<file path="src/apb_bridge_cfg.svh">
// Address map, decode fields and instance constants for the bridge
// What this block does
// - Answer one contiguous 64 MB window as peripheral space.
// - Only a 0.5 MB sub-range holds peripherals; the rest is reserved.
// - Aligned 16 KB blocks, one block per peripheral.
// - A hit asserts that peripheral's single module enable, no other.
// - Drive enable, relative address, attributes, byte enables, write data.
// - On-platform and off-platform ports; each access goes to its owner.
// - System-bus slave port, 32-bit data path for reads and writes.
// - Check protection rules; never forward a forbidden access.
// - Peripherals split over two bridge instances, each reached via one.
// - Integrity checker watches the driven module enables, flags mismatches.
`ifndef APB_BRIDGE_CFG_SVH
`define APB_BRIDGE_CFG_SVH
`define APB_WIN_BASE_HI 6'h00
`define APB_WIN_LSB 26
`define APB_BLK_LSB 14
`define APB_NUM_SLOTS 32
`define APB_SLOT_W 5
`define APB_PLAT_HI_W 7
`define APB_OFS_W 14
`define APB_HALF_SLOTS 16
`define APB_INST_ID 1'h0
`endif

</file>
<file path="src/apb_bridge_pkg.sv">
// Types shared by the bridge modules
package apb_bridge_pkg;
    typedef enum logic [1:0] {
        APB_IDLE = 2'b00,
        APB_ACC = 2'b01,
        APB_ERR1 = 2'b10,
        APB_ERR2 = 2'b11
    } apb_state_type;
endpackage

</file>
<file path="src/apb_integrity_chk.sv">
// Shadow comparator for the module enables driven toward peripherals
`timescale 1ns/10ps
module apb_integrity_chk (
    input wire logic clk,              // System clock
    input wire logic rst,              // Async reset, active high
    input wire logic [31:0] mainVec,   // Signals as driven
    input wire logic [31:0] shadowVec, // Copy of mainVec, inverted on a detected fault
    output logic mismatch_ff           // Sticky mismatch flag
);
    logic nxt_mismatch;

    // Sticky until reset so a single glitch is never missed
    always_comb begin
        nxt_mismatch = mismatch_ff | (mainVec != shadowVec);
    end

    always_ff @(posedge clk or posedge rst) begin
        if (rst) begin
            mismatch_ff <= 1'b0;
        end else begin
            mismatch_ff <= nxt_mismatch;
        end
    end
endmodule

</file>
<file path="src/apb_bridge.sv">
// System-bus (AHB-Lite) to peripheral register bus bridge
`timescale 1ns/10ps
`include "apb_bridge_cfg.svh"
module apb_bridge
    import apb_bridge_pkg::*;
(
    input wire logic clk,                 // System clock 250 MHz
    input wire logic rst,                 // Async reset, active high
    input wire logic hsel,                // AHB slave select
    input wire logic [31:0] haddr,        // AHB address
    input wire logic [1:0] htrans,        // AHB transfer type
    input wire logic hwrite,              // AHB write
    input wire logic [2:0] hsize,         // AHB size
    input wire logic [3:0] hprot,         // AHB protection attributes
    input wire logic [31:0] hwdata,       // AHB write data
    input wire logic hready,              // AHB bus ready in
    input wire logic [31:0] protAllow,    // Per-slot user access allowed
    input wire logic [31:0] protWrAllow,  // Per-slot write allowed
    input wire logic [31:0] onRdata,      // On-platform read data
    input wire logic onReady,             // On-platform transfer done
    input wire logic [31:0] offRdata,     // Off-platform read data
    input wire logic offReady,            // Off-platform transfer done
    output logic [31:0] hrdata_ff,        // AHB read data
    output logic hreadyout_ff,            // AHB ready out
    output logic hresp_ff,                // AHB error response
    output logic [15:0] onEn_ff,          // On-platform module enables
    output logic [15:0] offEn_ff,         // Off-platform module enables
    output logic [13:0] perAddr_ff,       // Module-relative address
    output logic perWrite_ff,             // Peripheral write
    output logic [3:0] perProt_ff,        // Peripheral attributes
    output logic [3:0] perByteEn_ff,      // Peripheral byte enables
    output logic [31:0] perWdata_ff,      // Peripheral write data
    output logic integrityErr_ff          // Integrity mismatch flag
);
    apb_state_type state_ff, nxt_state;
    logic [31:0] nxt_hrdata;
    logic nxt_hreadyout, nxt_hresp;
    logic [15:0] nxt_onEn, nxt_offEn;
    logic [13:0] nxt_perAddr;
    logic nxt_perWrite;
    logic [3:0] nxt_perProt, nxt_perByteEn;
    logic [31:0] nxt_perWdata;
    logic pendData_ff, nxt_pendData;
    logic [31:0] shadowVec, mainVec;
    logic chkErr;

    // Address phase decode
    logic start, inWindow, inPlat, allowed, isOff;
    logic [`APB_SLOT_W-1:0] slot;
    logic [3:0] be;
    logic [15:0] oneHot;

    // Address map seen from the system bus:
    //   bits 31:26  window select, must match the window base
    //   bits 25:19  sub-range select, zero for the peripheral half-megabyte
    //   bits 18:14  slot, one 16 KB block per peripheral
    //   bits 13:0   offset handed to the peripheral unchanged
    // Slots 0 to 15 sit on the on-platform port, 16 to 31 on the other.
    // 64 MB window match
    assign inWindow = haddr[31:`APB_WIN_LSB] == `APB_WIN_BASE_HI;
    // Platform sub-range only
    // Everything else in the window is reserved and refused
    assign inPlat = haddr[`APB_WIN_LSB-1:`APB_WIN_LSB-`APB_PLAT_HI_W] == '0;
    // 16 KB slot index
    // Offset bits below the slot go to the peripheral unchanged
    assign slot = haddr[`APB_BLK_LSB+`APB_SLOT_W-1:`APB_BLK_LSB];
    // Upper half of slots is off-platform
    assign isOff = slot[`APB_SLOT_W-1];
    // Protection: user needs slot grant, writes need write grant
    // The grants are plain inputs sampled with the address; a system that
    // changes them must do so between transfers, never during one.
    assign allowed = (hprot[1] | protAllow[slot]) &
                     (~hwrite | protWrAllow[slot]);
    assign start = hsel & hready & htrans[1];
    // One-hot enable within the owning port
    assign oneHot = 16'h0001 << slot[`APB_SLOT_W-2:0];

    // Little-endian lanes from size and low address
    // Word size and the unused larger sizes all select every lane
    always_comb begin
        be = 4'hf;
        unique case (hsize)
            3'h0: be = 4'h1 << haddr[1:0];
            3'h1: be = haddr[1] ? 4'hc : 4'h3;
            default: be = 4'hf;
        endcase
    end

    // Main sequencer; a write's data arrives one cycle after its address.
    // A good access: the address is taken at edge 0, enable and offset
    // show just after it, write data is latched at edge 1, and the
    // enable falls at the edge that sees the peripheral ready, together
    // with ready-out rising and the read data loaded.
    // A refused access: error with ready low after edge 0, error with
    // ready high after edge 1, and idle at edge 2, where a new address
    // may already be taken.
    always_comb begin
        nxt_state = state_ff;
        nxt_hrdata = hrdata_ff;
        nxt_hreadyout = hreadyout_ff;
        nxt_hresp = 1'b0;
        nxt_onEn = onEn_ff;
        nxt_offEn = offEn_ff;
        nxt_perAddr = perAddr_ff;
        nxt_perWrite = perWrite_ff;
        nxt_perProt = perProt_ff;
        nxt_perByteEn = perByteEn_ff;
        nxt_perWdata = perWdata_ff;
        nxt_pendData = 1'b0;
        unique case (state_ff)
            APB_IDLE: begin
                nxt_hreadyout = 1'b1;
                if (start) begin
                    // Reserved or denied goes to error, no enable
                    // No enable rises, so no peripheral sees the access
                    if (!(inWindow && inPlat && allowed)) begin
                        nxt_state = APB_ERR1;
                        nxt_hreadyout = 1'b0;
                        nxt_hresp = 1'b1;
                    end else begin
                        nxt_state = APB_ACC;
                        nxt_hreadyout = 1'b0;
                        nxt_pendData = hwrite;
                        nxt_perAddr = haddr[`APB_OFS_W-1:0];
                        nxt_perWrite = hwrite;
                        nxt_perProt = hprot;
                        nxt_perByteEn = be;
                        nxt_onEn = isOff ? 16'h0000 : oneHot;
                        nxt_offEn = isOff ? oneHot : 16'h0000;
                    end
                end
            end
            APB_ACC: begin
                // Wait states: enable and offset hold until port is ready
                // Capture 32-bit write data in its data phase
                if (pendData_ff) begin
                    nxt_perWdata = hwdata;
                end
                if ((|onEn_ff && onReady) || (|offEn_ff && offReady)) begin
                    nxt_hrdata = (|onEn_ff) ? onRdata : offRdata;
                    nxt_onEn = 16'h0000;
                    nxt_offEn = 16'h0000;
                    nxt_hreadyout = 1'b1;
                    nxt_state = APB_IDLE;
                end
            end
            APB_ERR1: begin
                // Two-cycle AHB error: second cycle raises ready
                // Back to idle at once so that an address offered in the
                // second error cycle is still taken
                nxt_hresp = 1'b1;
                nxt_hreadyout = 1'b1;
                nxt_state = APB_IDLE;
            end
            APB_ERR2: begin
                // Never entered; a stray code here falls back to idle
                nxt_hreadyout = 1'b1;
                nxt_state = APB_IDLE;
            end
        endcase
    end

    // State registers; reset leaves ready-out high so the bus never stalls
    // on a bridge that has not yet seen a transfer
    always_ff @(posedge clk or posedge rst) begin
        if (rst) begin
            state_ff <= APB_IDLE;
            hrdata_ff <= 32'h0;
            hreadyout_ff <= 1'b1;
            hresp_ff <= 1'b0;
            onEn_ff <= 16'h0;
            offEn_ff <= 16'h0;
            perAddr_ff <= 14'h0;
            perWrite_ff <= 1'b0;
            perProt_ff <= 4'h0;
            perByteEn_ff <= 4'h0;
            perWdata_ff <= 32'h0;
            pendData_ff <= 1'b0;
        end else begin
            state_ff <= nxt_state;
            hrdata_ff <= nxt_hrdata;
            hreadyout_ff <= nxt_hreadyout;
            hresp_ff <= nxt_hresp;
            onEn_ff <= nxt_onEn;
            offEn_ff <= nxt_offEn;
            perAddr_ff <= nxt_perAddr;
            perWrite_ff <= nxt_perWrite;
            perProt_ff <= nxt_perProt;
            perByteEn_ff <= nxt_perByteEn;
            perWdata_ff <= nxt_perWdata;
            pendData_ff <= nxt_pendData;
        end
    end

    // Enables must be one-hot across both ports, lanes nonzero while enabled
    // The check is structural: it looks only at the registered outputs, so
    // it catches a corrupted enable or lane register but not a wrong slot
    // that is still one-hot. On a fault the shadow copy is inverted so the
    // comparator trips on the very next edge.
    assign mainVec = {onEn_ff, offEn_ff};
    assign chkErr = ((|onEn_ff) & (|offEn_ff)) |
                    ((onEn_ff & (onEn_ff - 16'h1)) != 16'h0) |
                    ((offEn_ff & (offEn_ff - 16'h1)) != 16'h0) |
                    ((|mainVec) & (perByteEn_ff == 4'h0));
    assign shadowVec = chkErr ? ~mainVec : mainVec;

    apb_integrity_chk uChk (
        .clk(clk),
        .rst(rst),
        .mainVec(mainVec),
        .shadowVec(shadowVec),
        .mismatch_ff(integrityErr_ff)
    );

    // This instance owns only the slots its address map gives it
    // a sibling instance, selected by its own hsel since no logic here reads APB_INST_ID, covers the rest.
    // Both are built from this module; the split lives in the system map,
    // so no slot is ever decoded by two bridges at once.
endmodule

</file>
<file path="config.mk">
export PLATFORM = sky130hd
export DESIGN_NAME = apb_bridge
export DESIGN_NICKNAME = d
export VERILOG_FILES = /design/src/apb_bridge_pkg.sv /design/src/apb_integrity_chk.sv /design/src/apb_bridge.sv
export VERILOG_INCLUDE_DIRS = /design/src /design/src/src
export SDC_FILE = /design/constraint.sdc
export NUM_CORES = 1
export LEC_CHECK = 0
export ABC_AREA = 1
export BUFFER_PORTS_ARGS = -buffer_cell sky130_fd_sc_hd__buf_4
export CAP_MARGIN = 10
export CELL_PAD_IN_SITES_DETAIL_PLACEMENT = 1
export CELL_PAD_IN_SITES_GLOBAL_PLACEMENT = 1
export CORE_AREA = 2 2 154 156
export DETAILED_ROUTE_END_ITERATION = 8
export DIE_AREA = 0 0 156 158
export PLACE_DENSITY = 0.74
export SYNTH_ARGS = -nofsm -noshare
export SYNTH_HDL_FRONTEND = slang
export SYNTH_SLANG_ARGS = --single-unit
</file>
<file path="constraint.sdc">
create_clock -name clk -period 3.4 [get_ports clk]
set_clock_uncertainty 0.15 [all_clocks]
set_input_delay 0.17 -clock clk [delete_from_list [all_inputs] [get_ports clk]]
set_output_delay 0.17 -clock clk [all_outputs]
set_load 0.02 [all_outputs]
</file>
==> impl_metrics.json <==
{
  "drt_iter0_drc": 303,
  "synth-seq-area-share": 0.477,
  "pin_count": 330,
  "startpoint": "offEn_ff[8]$_DFFE_PP0P_",
  "stdcell_count": 1584,
  "grt_usage": 0.222,
  "htree_levels": 4,
  "synth_flop_cell": "dfrtp_1",
  "drc": 0,
  "ctsRootBufferMaster": "clkbuf_16",
  "max_freq_mhz": 326,
  "reg2reg_to": "hrdata_ff[23]$_DFFE_PP0P_",
  "place_inst": 1435,
  "rows": 56,
  "startpoint_type": "flip-flop",
  "netlist_area_um2": 6560,
  "required_ns": 3.54,
  "cts_tree": "done",
  "synth_edf_count": 0,
  "min_path_type": "in -> reg",
  "leakage_nw": 5.92,
  "drive_above_1_share": 0.319,
  "area_delta_synth_final_pct": 69.2,
  "viasPerCell": 4.80,
  "whs_ns": 0.0329,
  "reg2reg_setup_slack_ns": 0.33,
  "rsz0062_at_grt": "no",
  "grt_overflow": 0,
  "worstSetupPathType": "reg -> reg",
  "drt-total-wl_um": 28000,
  "grt_pass1_vias": 7962,
  "setup_tns_ns": 0,
  "synth-seq-cells": 125,
  "hold_violations": 0,
  "cts_made_buffers": 17,
  "period_minus_slack_ns": 3.07,
  "crit_path_end": "hrdata_ff[23]$_DFFE_PP0P_",
  "antenna_found_initial": 0,
  "cp_max_fo": 64,
  "first_pass_iters": 4,
  "clock_tree.buffer_depth": 2,
  "relSlewSlack": 0.422,
  "synthArstFlopShare": 1.00,
  "clk_pin_slew_ns": 0.06,
  "yosysWarnings": 0,
  "syn_nets": 1063,
  "tightest_slew_ns": 0.866,
  "vias": 7611,
  "place_congestion": 0.847,
  "crit-reg2reg-launch": "offEn_ff[8]$_DFFE_PP0P_",
  "die_width_um": 156,
  "endpoint_kind": "flip-flop",
  "syn_inst": 855,
  "post_cts_buffers": 0,
  "hpwl_um": 18600,
  "initial_core_util": 0.284,
  "postRouteAntennaNets": 0,
  "layout_commonest_cell": "buf_4",
  "die_h_um": 158,
  "final_cell_mix": "331 x buf_4, 287 x nand2_1, 124 x dfrtp_1, 118 x dlygate4sd3_1, 100 x nor2_1",
  "ff2ff_path_depth": 9,
  "period_share": 0.903,
  "n_antenna_cell": 0,
  "grt_max_degree": 65,
  "ir_worst_vdd_mv": 0.207,
  "routedWlPerCell_um": 17.7,
  "worst_ep_arrival_time_ns": 3.21,
  "syn_area_per_cell_um2": 7.67,
  "maxSlewViolCount": 0,
  "grt_pass1_wl_um": 42600,
  "final_nets": 1490,
  "setup_violations": 0,
  "worstSkewPairLatency_ns": 0.41,
  "p_per_area_nw_per_um2": 372,
  "status": "completed",
  "port_buffers": 328,
  "total_power_mw": 4.13,
  "ys_types": 35,
  "coreArea_um2": 23100,
  "cap_violations": 0,
  "dieArea_um2": 24600,
  "cts.sinks": 125
}
[routing by layer]
metal  wire length (um)  vias to the layer above  track usage
met5                  0                        -            0
met4                765                        0       0.0852
met3               1890                       47       0.0482
met2              14200                      302        0.394
met1              11200                     3630        0.262
li1                   -                     3632            -
[power breakdown]
| group | leakage (nW) | total, mW | switching (mW) | internal [mW] |
|---|---|---|---|---|
| logic | 3.96 | 0.512 | 0.221 | 0.291 |
| clock network | 0.317 | 2.09 | 0.716 | 1.38 |
| registers | 1.64 | 1.52 | 0.0118 | 1.51 |
| total | 5.92 | 4.13 | 0.949 | 3.18 |
[kinds of logic after synthesis]
logic type	Yosys count	share of synthesized area
AND/OR/NAND/NOR	514	0.332
flip-flops	125	0.477
AO/OA/AOI/OAI	75	0.0655
multiplexers	32	0.0550
buffers and inverters	108	0.0689
adder cells (fa/ha/maj)	1	0.00153
[cell usage after synthesis (9+ instances only)]
| cell type | number | area (um^2) |
|---|---|---|
| o21ai_0 | 24 | 120 |
| nand4_1 | 15 | 93.8 |
| nor2_1 | 100 | 375 |
| buf_4 | 9 | 67.6 |
| a31oi_1 | 32 | 200 |
| mux2_2 | 32 | 360 |
| nand3_1 | 86 | 430 |
| dfrtp_1 | 124 | 3100 |
| clkbuf_1 | 18 | 67.6 |
| inv_1 | 60 | 225 |
| a21oi_1 | 9 | 45.0 |
| nand2_1 | 287 | 1080 |
[critical path: stages (launching register included)]
cell and delay [ns]:
dfrtp_1 0.44, nor4_1 0.52, nand3_1 0.29, nand2_1 0.12, nand2_1 0.10, nand2_1 0.14, inv_4 0.21, nor2_1 0.22
a31oi_1 0.07, dlygate4sd3_1 0.63
[repair_timing]
| item | CTS | global route |
|---|---|---|
| endpoints found under the hold margin | 121 | 0 |
| gates resized for setup | 0 | 2 |
| endpoints found under the setup margin | 0 | 32 |
| hold buffers | 118 | 0 |
[state kept, by name, summed over array words and instances (netlist names)]
register and flops:
offEn_ff 16, hreadyout_ff 1, perWdata_ff 32, uChk.mismatch_ff 1
perByteEn_ff 4, onEn_ff 16, state_ff 2, perProt_ff 4
perAddr_ff 14, perWrite_ff 1, hrdata_ff 32, hresp_ff 1
pendData_ff 1
[stage by stage]
step	instance area, um^2	utilization	worst slack, ns
2_1_floorplan	6560	-	1.27
5_1_grt	11100	0.481	0.0671
3_3_place_gp	9240	0.401	0.611
4_1_cts	11100	0.481	0.204
3_5_place_dp	9240	0.401	0.612
6_report	11100	0.481	0.331
[cell type report]
cell class                 count  area [um^2]
timing repair buffer         451         3710
inverter                      65          251
clock inverter                13          239
tap                          290          363
sequential                   125         3130
fill                        2767        12000
clock buffer                  18          429
multi-input combinational    622         2980
[worst min path at each step]
| stage | cells after the start | to | start |
|---|---|---|---|
| 2_1_floorplan | 2 | pendData_ff$_DFF_PP0_ | hwrite |
| 3_3_place_gp | 2 | perWdata_ff[7]$_DFFE_PP0P_ | rst |
| 3_5_place_dp | 2 | perWdata_ff[7]$_DFFE_PP0P_ | rst |
| 4_1_cts | 6 | perByteEn_ff[2]$_DFFE_PP0P_ | hsize[1] |
| 5_1_grt | 5 | hreadyout_ff$_DFFE_PP1P_ | offReady |
| 6_report | 5 | hreadyout_ff$_DFFE_PP1P_ | offReady |
Power figures use the tool's default switching activity.
